<file path="src/rtl/sdpc_defs.vh">
`ifndef SDPC_DEFS_VH
`define SDPC_DEFS_VH
// ----------------------------------------------------------------
// store location and word layout
// ----------------------------------------------------------------
`define SDPC_NVM_AW 8
`define SDPC_WORD_OFFSET 8'h20
`define SDPC_B_PIN0_VAL 0
`define SDPC_B_PIN1_VAL 1
`define SDPC_B_GIGA_DIS 4
`define SDPC_B_WD_PIN0 5
`define SDPC_B_PIN2_VAL 6
`define SDPC_B_PIN3_VAL 7
`define SDPC_B_PIN0_DIR 8
`define SDPC_B_PIN1_DIR 9
`define SDPC_B_SERIAL_EN 10
`define SDPC_B_DIS100 12
`define SDPC_B_PHY_OFF 13
`define SDPC_B_PIN2_DIR 14
`define SDPC_B_PIN3_DIR 15
// reset defaults of the word fields (only bit 13 is set)
`define SDPC_WORD_DEFAULT 16'h2000
// ----------------------------------------------------------------
// apb register map (byte addresses)
// ----------------------------------------------------------------
`define SDPC_A_WORD 8'h20
`define SDPC_A_PINS 8'h00
`define SDPC_A_MODE 8'h04
`define SDPC_A_STAT 8'h08
`define SDPC_A_RELOAD 8'h0c
// pins register fields
`define SDPC_P_VAL_LSB 0
`define SDPC_P_DIR_LSB 4
// mode register fields
`define SDPC_M_GIGA_DIS 0
`define SDPC_M_DIS100 1
`define SDPC_M_PHY_OFF 2
`define SDPC_M_SERIAL_EN 3
`define SDPC_M_WD_PIN0 4
// mode reset value: only the phy-off bit set
`define SDPC_MODE_DEFAULT 5'h04
// status register fields
`define SDPC_S_DONE 0
`define SDPC_S_BUSY 1
`endif

</file>
<file path="src/rtl/sdpc_nvm_fetch.v">
`timescale 1ns/1ps
`default_nettype none
`include "sdpc_defs.vh"
// ----------------------------------------------------------------
// one-word fetch from the integrated store
// ----------------------------------------------------------------
module sdpc_nvm_fetch
(
  input wire pclk,
  input wire presetn,
  input wire start,
  output reg nvm_req,
  output reg [`SDPC_NVM_AW-1:0] nvm_addr,
  input wire nvm_ack,
  input wire [15:0] nvm_rdata,
  output reg done,
  output reg [15:0] word
);
  // request held until the store acknowledges; ack and data same cycle
  always @(posedge pclk or negedge presetn)
  begin
    if (!presetn)
    begin
      nvm_req <= 1'b0;
      nvm_addr <= {`SDPC_NVM_AW{1'b0}};
      done <= 1'b0;
      word <= 16'h0000;
    end
    else
    begin
      done <= 1'b0;
      if (start && !nvm_req)
      begin
        nvm_req <= 1'b1;
        nvm_addr <= `SDPC_WORD_OFFSET;
      end
      else if (nvm_req && nvm_ack)
      begin
        nvm_req <= 1'b0;
        word <= nvm_rdata;
        done <= 1'b1;
      end
    end
  end
endmodule
`default_nettype wire

</file>
<file path="src/rtl/sdpc_loader.v">
// Functional notes
// - fetch word at store offset 0x20
// - bit 15 seeds pin3 direction
// - bit 14 seeds pin2 direction
// - bit 13 powers phy off when disabled
// - bit 12 limits speed outside active state
// - bit 10 routes serial bus to pins
// - bit 10 seeds serial-on-pins enable
// - bit 9 seeds pin1 direction
// - bit 8 seeds pin0 direction
// - bit 7 seeds pin3 value, output only
// - bit 6 seeds pin2 value, output only
// - bit 5 puts watchdog on pin0 unless bit 10 is set
// - bit 4 disables gigabit entirely
// - bits 1,0 seed pin1/pin0 values
`timescale 1ns/1ps
`default_nettype none
`include "sdpc_defs.vh"
module sdpc_loader
(
  input wire pclk,
  input wire presetn,
  input wire psel,
  input wire penable,
  input wire pwrite,
  input wire [7:0] paddr,
  input wire [31:0] pwdata,
  output reg [31:0] prdata,
  output reg pready,
  output reg pslverr,
  output reg nvm_req,
  output reg [`SDPC_NVM_AW-1:0] nvm_addr,
  input wire nvm_ack,
  input wire [15:0] nvm_rdata,
  input wire watchdog_timeout,
  input wire serial_scl_drive,
  input wire serial_sda_drive,
  input wire [3:0] pin_in,
  output reg [3:0] pin_out,
  output reg [3:0] pin_oe,
  output reg [3:0] pin_sync_in,
  output reg giga_disable,
  output reg low_power_speed_limit,
  output reg phy_off_when_port_disabled,
  output reg serial_bus_on_pins_enable,
  output reg load_done
);
  // ----------------------------------------------------------------
  // loader sequencing
  // ----------------------------------------------------------------
  localparam [1:0] ST_START = 2'b00;
  localparam [1:0] ST_FETCH = 2'b01;
  localparam [1:0] ST_APPLY = 2'b10;
  localparam [1:0] ST_READY = 2'b11;
  reg [1:0] state_reg;
  reg [1:0] state_next;
  reg [15:0] word_reg;
  reg [3:0] pin_direction_reg;
  reg [3:0] pin_output_reg;
  reg [4:0] mode_reg;
  reg [3:0] sync1_reg;
  reg [3:0] sync2_reg;
  wire fetch_start;
  wire fetch_done;
  wire [15:0] fetch_word;
  wire fetch_req;
  wire [`SDPC_NVM_AW-1:0] fetch_addr;
  wire ready_now;
  wire access;
  wire [31:0] rd_word;
  assign ready_now = (state_reg == ST_READY);
  assign access = psel && penable;
  assign fetch_start = (state_reg == ST_START);
  sdpc_nvm_fetch u_fetch
  (
    .pclk(pclk),
    .presetn(presetn),
    .start(fetch_start),
    .nvm_req(fetch_req),
    .nvm_addr(fetch_addr),
    .nvm_ack(nvm_ack),
    .nvm_rdata(nvm_rdata),
    .done(fetch_done),
    .word(fetch_word)
  );
  // the store handshake passes straight through from the fetch unit, whose flops keep it registered
  always @*
  begin
    nvm_req = fetch_req;
    nvm_addr = fetch_addr;
  end
  // next state; software reload restarts the fetch
  always @*
  begin
    state_next = state_reg;
    case (state_reg)
      ST_START: state_next = ST_FETCH;
      ST_FETCH:
        if (fetch_done)
          state_next = ST_APPLY;
      ST_APPLY: state_next = ST_READY;
      ST_READY:
        // reload only at the edge that completes the transfer
        if (access && pready && pwrite && paddr == `SDPC_A_RELOAD && pwdata[0])
          state_next = ST_START;
      default: state_next = ST_START;
    endcase
  end
  // ----------------------------------------------------------------
  // seeding of control bits from the word
  // ----------------------------------------------------------------
  always @(posedge pclk or negedge presetn)
  begin
    if (!presetn)
    begin
      state_reg <= ST_START;
      word_reg <= `SDPC_WORD_DEFAULT;
      pin_direction_reg <= 4'h0;
      pin_output_reg <= 4'h0;
      mode_reg <= `SDPC_MODE_DEFAULT;
    end
    else
    begin
      state_reg <= state_next;
      if (state_reg == ST_FETCH && fetch_done)
        word_reg <= fetch_word;
      if (state_reg == ST_APPLY)
      begin
        // bit 11 is reserved and never copied
        pin_direction_reg[3] <= word_reg[`SDPC_B_PIN3_DIR];
        pin_direction_reg[2] <= word_reg[`SDPC_B_PIN2_DIR];
        pin_direction_reg[1] <= word_reg[`SDPC_B_PIN1_DIR];
        pin_direction_reg[0] <= word_reg[`SDPC_B_PIN0_DIR];
        pin_output_reg[3] <= word_reg[`SDPC_B_PIN3_VAL];
        pin_output_reg[2] <= word_reg[`SDPC_B_PIN2_VAL];
        pin_output_reg[1] <= word_reg[`SDPC_B_PIN1_VAL];
        pin_output_reg[0] <= word_reg[`SDPC_B_PIN0_VAL];
        mode_reg[`SDPC_M_GIGA_DIS] <= word_reg[`SDPC_B_GIGA_DIS];
        mode_reg[`SDPC_M_DIS100] <= word_reg[`SDPC_B_DIS100];
        mode_reg[`SDPC_M_PHY_OFF] <= word_reg[`SDPC_B_PHY_OFF];
        mode_reg[`SDPC_M_SERIAL_EN] <= word_reg[`SDPC_B_SERIAL_EN];
        mode_reg[`SDPC_M_WD_PIN0] <= word_reg[`SDPC_B_WD_PIN0];
      end
      else if (ready_now && access && pready && pwrite)
      begin
        // software overrides only after the load, at the completing edge
        if (paddr == `SDPC_A_PINS)
        begin
          pin_output_reg <= pwdata[`SDPC_P_VAL_LSB+3:`SDPC_P_VAL_LSB];
          pin_direction_reg <= pwdata[`SDPC_P_DIR_LSB+3:`SDPC_P_DIR_LSB];
        end
        if (paddr == `SDPC_A_MODE)
          mode_reg <= pwdata[4:0];
      end
    end
  end
  // ----------------------------------------------------------------
  // pin drive and status outputs
  // ----------------------------------------------------------------
  always @(posedge pclk or negedge presetn)
  begin
    if (!presetn)
    begin
      pin_out <= 4'h0;
      pin_oe <= 4'h0;
      giga_disable <= 1'b0;
      low_power_speed_limit <= 1'b0;
      phy_off_when_port_disabled <= 1'b1;
      serial_bus_on_pins_enable <= 1'b0;
      load_done <= 1'b0;
      sync1_reg <= 4'h0;
      sync2_reg <= 4'h0;
      pin_sync_in <= 4'h0;
    end
    else
    begin
      sync1_reg <= pin_in;
      sync2_reg <= sync1_reg;
      pin_sync_in <= sync2_reg;
      load_done <= ready_now;
      giga_disable <= mode_reg[`SDPC_M_GIGA_DIS];
      low_power_speed_limit <= mode_reg[`SDPC_M_DIS100];
      phy_off_when_port_disabled <= mode_reg[`SDPC_M_PHY_OFF];
      serial_bus_on_pins_enable <= mode_reg[`SDPC_M_SERIAL_EN];
      // a value is driven only while its pin is an output
      pin_out[3] <= pin_output_reg[3];
      pin_oe[3] <= pin_direction_reg[3];
      pin_out[1] <= pin_output_reg[1];
      pin_oe[1] <= pin_direction_reg[1];
      if (mode_reg[`SDPC_M_SERIAL_EN])
      begin
        // open-drain serial lines: drive low only
        pin_out[0] <= 1'b0;
        pin_oe[0] <= serial_scl_drive;
        pin_out[2] <= 1'b0;
        pin_oe[2] <= serial_sda_drive;
      end
      else
      begin
        pin_out[2] <= pin_output_reg[2];
        pin_oe[2] <= pin_direction_reg[2];
        if (mode_reg[`SDPC_M_WD_PIN0])
        begin
          pin_out[0] <= watchdog_timeout;
          pin_oe[0] <= 1'b1;
        end
        else
        begin
          pin_out[0] <= pin_output_reg[0];
          pin_oe[0] <= pin_direction_reg[0];
        end
      end
    end
  end
  // ----------------------------------------------------------------
  // apb slave
  // ----------------------------------------------------------------
  function is_mapped;
    input [7:0] a;
    begin
      is_mapped = (a == `SDPC_A_WORD) || (a == `SDPC_A_PINS) || (a == `SDPC_A_MODE) ||
                  (a == `SDPC_A_STAT) || (a == `SDPC_A_RELOAD);
    end
  endfunction
  assign rd_word = (paddr == `SDPC_A_WORD) ? {16'h0000, word_reg} :
                   (paddr == `SDPC_A_PINS) ? {24'h000000, pin_direction_reg, pin_output_reg} :
                   (paddr == `SDPC_A_MODE) ? {27'h0000000, mode_reg} :
                   (paddr == `SDPC_A_STAT) ? {30'h00000000, !ready_now, ready_now} :
                   32'h00000000;
  // access waits while loading so nothing sees half-seeded bits
  always @(posedge pclk or negedge presetn)
  begin
    if (!presetn)
    begin
      pready <= 1'b0;
      pslverr <= 1'b0;
      prdata <= 32'h00000000;
    end
    else
    begin
      pready <= 1'b0;
      pslverr <= 1'b0;
      if (psel && !pready && ready_now)
      begin
        pready <= penable;
        pslverr <= penable && !is_mapped(paddr);
        prdata <= (penable && !pwrite) ? rd_word : 32'h00000000;
      end
    end
  end
endmodule
`default_nettype wire

</file>
<file path="config.mk">
export PLATFORM = sky130hd
export DESIGN_NAME = sdpc_loader
export DESIGN_NICKNAME = d
export VERILOG_FILES = /design/src/rtl/sdpc_nvm_fetch.v /design/src/rtl/sdpc_loader.v
export VERILOG_INCLUDE_DIRS = /design/src /design/src/rtl
export SDC_FILE = /design/constraint.sdc
export NUM_CORES = 1
export LEC_CHECK = 0
export BUFFER_PORTS_ARGS = -buffer_cell sky130_fd_sc_hd__clkbuf_2
export CORE_MARGIN = 4
export CORE_UTILIZATION = 45
export DETAILED_ROUTE_END_ITERATION = 7
export GPL_TIMING_DRIVEN = 0
export PLACE_DENSITY = 0.72
export SLEW_MARGIN = 40
export SYNTH_ARGS = -nofsm -noshare
export SYNTH_HDL_FRONTEND = slang
export SYNTH_SLANG_ARGS = --single-unit
export TNS_END_PERCENT = 100
</file>
<file path="constraint.sdc">
create_clock -name pclk -period 4.8 [get_ports pclk]
set_input_delay 0.48 -clock pclk [delete_from_list [all_inputs] [get_ports pclk]]
set_output_delay 0.48 -clock pclk [all_outputs]
set_load 0.005 [all_outputs]
</file>
---- Word-level counts from Yosys, hierarchy flattened ----
Cells that the tools add are included.
W data, S select, Z words.
storage, ports and cells
  output and inout port bits .............. 60
  input bits .............................. 69
  register bits after elaboration ......... 109
  logic and storage cells ................. 95
operators by class
  eq/ne operators ......................... 9
  bitwise gates (word level) .............. 1
  reduce and logical (&&, ||, !) cells .... 34
  mux-type cells .......................... 29
operators with widths
  kind                  number
  $mux W16              2
  $mux W4               6
  $mux W5               4
  $eq A8 B4 Y1 const B  2
  $logic_and A1 B1 Y1   15
  $mux W1               12
  $eq A8 B3 Y1 const B  1
  $eq A8 B6 Y1 const B  1
  $logic_not A8 Y1      1
  $mux W8               1
  $pmux W2 S4           1
  $reduce_and A2 Y1     4
  $reduce_bool A2 Y1    4
  $mux W2               3
  $logic_not A1 Y1      5
  $eq A2 B2 Y1 const B  2
  $logic_or A1 B1 Y1    4
  $ne A2 B1 Y1 const B  2
  $eq A2 B1 Y1 const B  1
  $logic_not A2 Y1      1
  $not A1 Y1            1

---- Longest topological paths before layout ----
Gate-level depths: netlist of the first run.
  word-level depth ........................ 8
  depth in mapped cells ................... 6
  gate-level depth less buffers ........... 5

---- By module ----
Synthesis of the first run repeated with hierarchy kept, for this count alone.
second synthesis, totals
  cell total of the unflattened synthesis .. 303
  area total of the unflattened synthesis .. 3923.8 um^2
by module, submodules not included
  module          instances  area an instance (um^2)  sequential area each (um^2)  cells an instance
  sdpc_loader     1          3136.8                   1855.5                       254
  sdpc_nvm_fetch  1          787.0                    475.5                        49

---- Least setup slack after synthesis of the first run ----
OpenSTA, ideal clock, no wires.
  path type ............................... in2reg
  from .................................... input port paddr[3]
  to ...................................... register pin_direction_reg[3]
  data arrival time ....................... 1616 ps
  setup time .............................. 69 ps
  stages on the path ...................... 6
  required time ........................... 4731 ps
  slack ................................... 3115 ps
  buffers on the path ..................... 2
  path through ............................ buf_6 > nor4b_4 > nand4_2 > buf_6 > or3b_1 > nand3_1
between the ends
  word-level cells in the longest chain between the ends .. 3
RTL lines
  item                          line               RTL
  start: declaration            sdpc_loader.v:26   input wire [7:0] paddr,
  $logic_not A8 Y1 (no line)    -
  $reduce_bool A2 Y1 (no line)  -
  $reduce_and A2 Y1 (no line)   -
  end signal: assignment        sdpc_loader.v:130  pin_direction_reg[3] <= word_reg[`SDPC_B_PIN3_DIR];
  end signal: assignment        sdpc_loader.v:150  pin_direction_reg <= pwdata[`SDPC_P_DIR_LSB+3:`SDPC_P_DIR_LSB];
  end: declaration              sdpc_loader.v:58   reg [3:0] pin_direction_reg;
No other way between the ends.
A chain may end at the register's enable or synchronous reset.

---- Final worst setup path of the first run ----
  from .................................... register state_reg[1]
  to ...................................... register pin_direction_reg[3]
between the ends
  word-level cells in the longest chain between the ends .. 6
  elaborated cells on any way between the ends .. 9
  those cells by class .................... eq/ne (2); mux (1); reduce/logical (6)
RTL lines
  item                               line               RTL
  start: declaration                 sdpc_loader.v:55   reg [1:0] state_reg;
  start signal: assignment           sdpc_loader.v:124  state_reg <= state_next;
  $eq A2 B2 Y1                       sdpc_loader.v:71   assign ready_now = (state_reg == ST_READY);
  net ready_now                      sdpc_loader.v:68   wire ready_now;
  $logic_and A1 B1 Y1 (3 in series)  sdpc_loader.v:144  else if (ready_now && access && pready && pwrite)
  $reduce_bool A2 Y1 (no line)       -
  $reduce_and A2 Y1 (no line)        -
The timed path passes the listed nets, and every way through them passes these cells.

==> flow_metrics.tcl, run 1 <==
set metrics [dict create \
    clock_sinks 93 \
    met2_wirelength_um 4045 \
    setup_ws_ns 2.815 \
    async_flop_share_pct 100.0 \
    final_common_cell "dfrtp_1" \
    worst_pin_slew_ns 0.5549 \
    intPower_mw 1.577 \
    ios 129 \
    hp-class "in2reg" \
    ant_nets 0 \
    routed_wirelength_um 8175 \
    leakage_nw 2.424 \
    power_frac_seq_pct 52.6 \
    fmax_mhz 503.8 \
    p_sw_mw 0.7503 \
    synth_edf_count 0 \
    cp.required_ns 5.11 \
    final_cell_mix "90 x dfrtp_1, 79 x clkbuf_2, 33 x mux2_2" \
    dp_worst_setup_slack_ns 2.854 \
    core_sq_um 8341 \
    power_frac_clock_pct 21.5 \
    grt_start_max_net_pins 61 \
    std_cell_rows 33 \
    synth_compound_gate_area_share_pct 6.421 \
    synth_seq_cells 93 \
    grt_pass1_vias 2681 \
    vias 2643 \
    r2r_cells 6 \
    dr.max_layer_used "met4" \
    synthFlopType "dfrtp_1" \
    cts-root-buf "clkbuf_8" \
    hold_depth 1 \
    diodes 0 \
    syn_inst 310 \
    crit_path_max_fanout 10 \
    end_kind "register" \
    synth.area.mux_share_pct 11.59 \
    synth-xor-area-share_pct 0 \
    met3WireLength_um 551 \
    drv_cap 0 \
    gp_congestion 0.8832 \
    start_util_pct 46.73 \
    status "finished, final reports clean" \
    cpMaxStageDelayCell "dfrtp_1" \
    synth-simple-area-share_pct 14.09 \
    yosysSeqAreaShare_pct 59.81 \
    clock_skew_ns 0.009745 \
    drive_gt1_share_pct 39.07 \
    relSlewSlack_pct 63.01 \
    track_usage_pct 17.08 \
    area_growth_syn_to_layout_pct 21.83 \
    setup_viol 0 \
    path_cells "ha_1 -> nor4b_4 -> nand4_2 -> buf_6 -> or3b_1 -> nand3_1" \
    startpoint_type "register" \
    dr.pass1.iters 4 \
    port_buffers 80 \
    grt_pass1_wl_um 13340 \
    netlist_area_sq_um 3897 \
    period_minus_slack_ns 1.985 \
    gr-total-overflow 0 \
    fin_tns_setup_ns 0 \
    fillers 708 \
    htreeDepth 3 \
    synth_top_family_by_area "simple AND/OR/NAND/NOR gates" \
    cts_buffer_depth 2 \
    die_h_um 101.1 \
    clkLatencyLatePin_ns 0.37 \
    ir_drop_uv 242.2 \
    rsz0062_at_grt "false" \
    post-dp-hpwl_um 6220 \
    antenna_found_initial 0 \
    post_cts_buffers 0 \
    vias_per_cell 4.940 \
    power.share.switching_pct 32.24 \
    power_frac_comb_pct 25.9 \
    hold_viol 0 \
    routedWlPerCell_um 15.28 \
    ys_warn_count 0 \
    ys_types 40 \
    critical_path_class "reg2reg" \
    dr.first_iter.drc_count 74 \
    synth.avg_cell_area_sq_um 12.57 \
    clk_pin_slew_ns 0.09 \
    m1WireLength_um 3435 \
    fin_crit_sh_pct 41.35 \
    drc 0 \
    synth_fa_ha_area_share_pct 1.284 \
    die_width_um 101.1 \
    cts_made_buffers 9 \
    crit_arrival_ns 2.29 \
    drv_slew 0 \
    critical_path.max_stage_delay_ns 0.40 \
    power-per-cell-area_nw_per_um2 490.1 \
    nets 498 \
    die_area_sq_um 10210 \
    cts_tree "built" \
]
-- per-layer routing --
| layer | vias up | global-route usage [%] |
|---|---|---|
| met1 | 1273 | 22.74 |
| li1 | 1268 | - |
| met5 | - | 0 |
| met3 | 15 | 4.983 |
| met4 | 0 | 5.317 |
| met2 | 87 | 27.06 |
-- critical path: cells and delay by family (launching register included) --
family | cells | cell delay (ns)
AND/OR/NAND/NOR | 4 | 0.96
flip-flops | 1 | 0.40
adder cells (fa/ha/maj) | 1 | 0.32
buffers and inverters | 1 | 0.23
-- synth_stat cells, types with 3 or more instances --
library cell  count  area share [%]
nand2_1          23             2.2
ha_1              4             1.3
a22o_1            9             2.0
nor2_1           19             1.8
dfstp_2           3             2.0
o31ai_1           6             1.2
or3b_2            4            0.90
inv_1             8            0.77
nand3_1           8             1.0
or3b_1            4            0.90
o21ai_0          10             1.3
and4_1            3            0.67
clkbuf_1          7            0.67
nor2b_1           4            0.64
mux2_2           33             9.5
mux2i_1           8             2.1
a21oi_1           4            0.51
nand4_1           4            0.64
nand3b_1          9             1.7
buf_4            23             4.4
dfrtp_1          90              58
-- logic make-up after synthesis --
group / after synthesis
AOI/OAI and AO/OA: 36
and+or+nand+nor: 93
muxes: 41
DFF: 93
other: 1
buffers and inverters: 42
adders and majority gates: 4
-- per-stage QoR --
stage | hold slack (ns) | instances | area, sq um | power [mW] | util [%]
floorplan | 0.1844 | 332 | 3980 | 1.597 | -
global placement | 0.3317 | 517 | 4512 | 1.812 | 54.10
detailed placement | 0.3356 | 518 | 4548 | 1.851 | 54.53
CTS | 0.2000 | 535 | 4748 | 2.347 | 56.93
global route | 0.1840 | 535 | 4748 | 2.486 | 56.93
finish | 0.2086 | 535 | 4748 | 2.327 | 56.93
-- cell type report --
cell class / count / area [sq um] / share of cell area (%)
clock buffer: 10 / 137.6 / 2.899
inverter: 8 / 30.03 / 0.6324
tap: 105 / 131.4 / 2.767
timing repair buffer: 82 / 446.7 / 9.407
clock inverter: 6 / 52.55 / 1.107
sequential: 93 / 2331 / 49.09
buffer: 34 / 231.5 / 4.875
multi-input combinational: 197 / 1388 / 29.22
-- power by group through the flow --
stage               combinational, mW  clock [mW]  sequential, mW
floorplan                       0.416           0            1.18
CTS                             0.612       0.510            1.22
detailed placement              0.609           0            1.24
global route                    0.680       0.547            1.26
global placement                0.584           0            1.23
finish                          0.603       0.501            1.22
-- repair_timing --
action	4_1_cts	5_1_grt
hold buffers	1	0
endpoints found under the hold margin	1	0
resized for setup	0	0
-- worst paths after layout --
path | start | to | slack, ns
worst min-delay path | pin_in[2] | sync1_reg[2] | 0.21
worst max register to register | state_reg[1] | pin_direction_reg[3] | 2.82
min in group asynchronous | presetn | u_fetch.word[14] | 0.56
worst min register to register | sync2_reg[0] | pin_sync_in[0] | 0.35
max in group asynchronous | presetn | phy_off_when_port_disabled | 3.61
worst max-delay path | state_reg[1] | pin_direction_reg[3] | 2.82
Note: power is estimated with default switching activity, not from simulation.
==> inputs of run 2 (changes only) <==
--- a/config.mk
+++ b/config.mk
@@ -6,12 +6,13 @@
 export SDC_FILE = /design/constraint.sdc
 export NUM_CORES = 1
 export LEC_CHECK = 0
+export ABC_AREA = 1
 export BUFFER_PORTS_ARGS = -buffer_cell sky130_fd_sc_hd__clkbuf_2
 export CORE_MARGIN = 4
 export CORE_UTILIZATION = 45
 export DETAILED_ROUTE_END_ITERATION = 7
 export GPL_TIMING_DRIVEN = 0
-export PLACE_DENSITY = 0.72
+export PLACE_DENSITY = 0.75
 export SLEW_MARGIN = 40
 export SYNTH_ARGS = -nofsm -noshare
 export SYNTH_HDL_FRONTEND = slang
==> constraint.sdc (replaced) <==
create_clock -name pclk -period 1.7 [get_ports pclk]
set_input_delay 0.17 -clock pclk [delete_from_list [all_inputs] [get_ports pclk]]
set_output_delay 0.17 -clock pclk [all_outputs]
set_load 0.005 [all_outputs]
==> run 2 against run 1 <==
  * Register-to-register slack got worse by 2.7 ns
  * Core utilization increased by 0.12 points
  * Synthesized cell count increased by 38%
  * Final cell count increased by 25%
  * Total power increased to 2.9 times the previous value
  * Critical path depth unchanged
  * Via count increased by 19%
  * Critical path type unchanged
  * Routed wire length increased by 11%
  * Largest cell class unchanged
  * First-iteration DRC count increased by 53%
  * Sequential power increased to 2.7 times the previous value
  * Clock skew decreased by 0.0024 ns
  * Sequential cell count unchanged
  * Critical endpoint is now state_reg[0]
  * Highest routed layer unchanged
==> flow_metrics.tcl, run 2 <==
set metrics [dict create \
    fin_crit_sh_pct 90.75 \
    cts-root-buf "clkbuf_8" \
    hp-class "in2reg" \
    rr_startpoint "state_reg[0]" \
    grt_start_max_net_pins 64 \
    die_width_um 102.1 \
    r2r_cells 6 \
    dr.pass1.iters 6 \
    synth.cells.most_frequent "119 x nand2_1, 90 x dfrtp_1, 47 x inv_1" \
    syn_inst 429 \
    fillers 835 \
    rrSetupSlack_ns 0.16 \
    cts_made_buffers 9 \
    nets 627 \
    fmax_mhz 648.2 \
    std_cell_rows 34 \
    ios 129 \
    hold_depth 3 \
    crit_arrival_ns 1.81 \
    grt_pass1_wl_um 14980 \
    routedWlPerCell_um 13.66 \
    synth.largest_area_cell "dfrtp_1" \
    synth_edf_count 0 \
    leakage_nw 2.711 \
    grt_pass1_vias 3267 \
    instances_no_fill 667 \
    synth_seq_cells 93 \
    vias_per_cell 4.700 \
    cp.required_ns 1.97 \
    dr.first_iter.drc_count 113 \
    cpMaxStageDelayCell "dfrtp_1" \
    cts_buffer_depth 2 \
    start_util_pct 45.89 \
    drc 0 \
    rsz0062_at_grt "false" \
    yosysSeqAreaShare_pct 58.53 \
    synth.avg_cell_area_sq_um 9.283 \
    hold_path_end "u_fetch.word[10]" \
    synthFlopType "dfrtp_1" \
    rr_endpoint "state_reg[0]" \
    port_buffers 81 \
    vias 3135 \
    diodes 0 \
    cts_tree "built" \
    die_h_um 102.1 \
    gr-total-overflow 0 \
    ir_drop_uv 495.4 \
    ys_warn_count 0 \
    final_common_cell "nand2_1" \
    setup_viol 0 \
    ant_nets 0 \
    critical_path_class "reg2reg" \
    synth_most_common_cell "nand2_1" \
    antenna_found_initial 0 \
    synth_top_area_share_pct 56.55 \
    final_cell_mix "119 x nand2_1, 90 x dfrtp_1, 83 x clkbuf_2" \
    critical_path.max_stage_delay_ns 0.42 \
    routed_wirelength_um 9112 \
    fin_tns_setup_ns 0 \
    status "finished, final reports clean" \
    ys_types 30 \
    drv_slew 0 \
    clk_pin_slew_ns 0.10 \
    die_area_sq_um 10420 \
    power-per-cell-area_nw_per_um2 1351 \
    clock_skew_ns 0.007385 \
    fin_util_pct 57.05 \
    startpoint_type "register" \
    netlist_area_sq_um 3983 \
    crit_path_max_fanout 10 \
    drv_cap 0 \
    drive_gt1_share_pct 28.09 \
    ys_top_cells_by_area "dfrtp_1 57%, nand2_1 11%, o21ai_0 5.4%" \
    post-dp-hpwl_um 6931 \
    async_flop_share_pct 100.0 \
    gp_congestion 0.8684 \
    hold_viol 0 \
    clkLatencyLatePin_ns 0.37 \
    dp_cells 641 \
    area_growth_syn_to_layout_pct 24.32 \
    period_minus_slack_ns 1.543 \
    clock_sinks 93 \
    track_usage_pct 18.73 \
    path_cells "inv_1 -> ha_1 -> clkbuf_2 -> or2_2 -> nand3_1 -> nand2_1" \
    htreeDepth 3 \
    core_sq_um 8678 \
    end_kind "register" \
    hold_start "nvm_rdata[10]" \
]
[run 2: cell count changes in the layout (fill, tap and decap cells not counted), moves of 5 or more]
cell,before,now
nand2_1,23,119
inv_1,8,47
o21ai_0,10,43
mux2_2,33,1
nand3_1,8,32
a22o_1,9,0
dlygate4sd3_1,1,10
nand3b_1,9,0
mux2i_1,8,0
o31ai_1,6,0
o21ai_2,0,5
[run 2: per-stage QoR]
step                power [mW]  hold WS (ns)  worst slack, ns  cell area, sq um
CTS                      6.711  0.0000004996          0.04341              4942
global route             7.192       0.01337          0.03968              4951
finish                   6.688      0.002098           0.1573              4951
global placement         5.063        0.2789          -0.5431              4606
floorplan                4.446       -0.1256           0.3423              4065
detailed placement       5.208       0.08409          0.06863              4642
[run 2: power by group]
group	total, mW	internal [mW]	switching, mW
Clock	1.50	0.588	0.908
Combinational	1.86	0.721	1.14
Sequential	3.33	2.93	0.407
Total	6.69	4.23	2.45
[run 2: worst max path at each step]
stage	startpoint	end	slack, ns	cells past startpoint
finish	state_reg[0]	state_reg[0]	0.16	6
global route	state_reg[0]	state_reg[0]	0.04	6
CTS	state_reg[0]	prdata[6]	0.04	5
global placement	presetn	u_fetch.word[13]	-0.54	1
floorplan	state_reg[0]	state_reg[0]	0.34	6
detailed placement	state_reg[0]	prdata[6]	0.07	5
[run 2: what timing repair did]
| action | in CTS | in global routing |
|---|---|---|
| setup endpoints to repair | 0 | 20 |
| hold endpoints to repair | 39 | 0 |
| buffers inserted | 0 | 0 |
| hold buffers | 10 | 0 |
| gates resized for setup | 0 | 8 |
[run 2: kinds of logic after synthesis]
logic type,count (synthesis),share of synthesized area [%]
AND/OR/NAND/NOR,185,20.80
flip-flops,93,58.53
buffers and inverters,85,10.43
AO/OA/AOI/OAI,60,8.608
adder cells (fa/ha/maj),4,1.257
multiplexers,1,0.2827
other,1,0.09416
[run 2: area by class of cell]
| type | count | area [sq um] | area share [%] |
|---|---|---|---|
| buffer | 34 | 225.2 | 4.549 |
| multi-input combinational | 273 | 1321 | 26.69 |
| clock inverter | 7 | 76.32 | 1.542 |
| inverter | 51 | 196.4 | 3.968 |
| clock buffer | 9 | 123.9 | 2.502 |
| timing repair buffer | 92 | 541.8 | 10.94 |
| sequential | 93 | 2331 | 47.08 |
| tap | 108 | 135.1 | 2.729 |
[run 2: critical path, delay by kind of cell, from the launching register on]
kind	cells	cell delay, ns
adders and majority gates	1	0.23
buffers and inverters	2	0.28
DFF	1	0.42
and+or+nand+nor	3	0.50
[run 2: layer usage]
metal / wire length (um) / up-vias / GRT usage (%)
met5: 0 / - / 0
li1: - / 1547 / -
met2: 4450 / 102 / 31.98
met3: 489 / 27 / 3.072
met1: 3888 / 1459 / 22.99
met4: 284 / 0 / 9.384
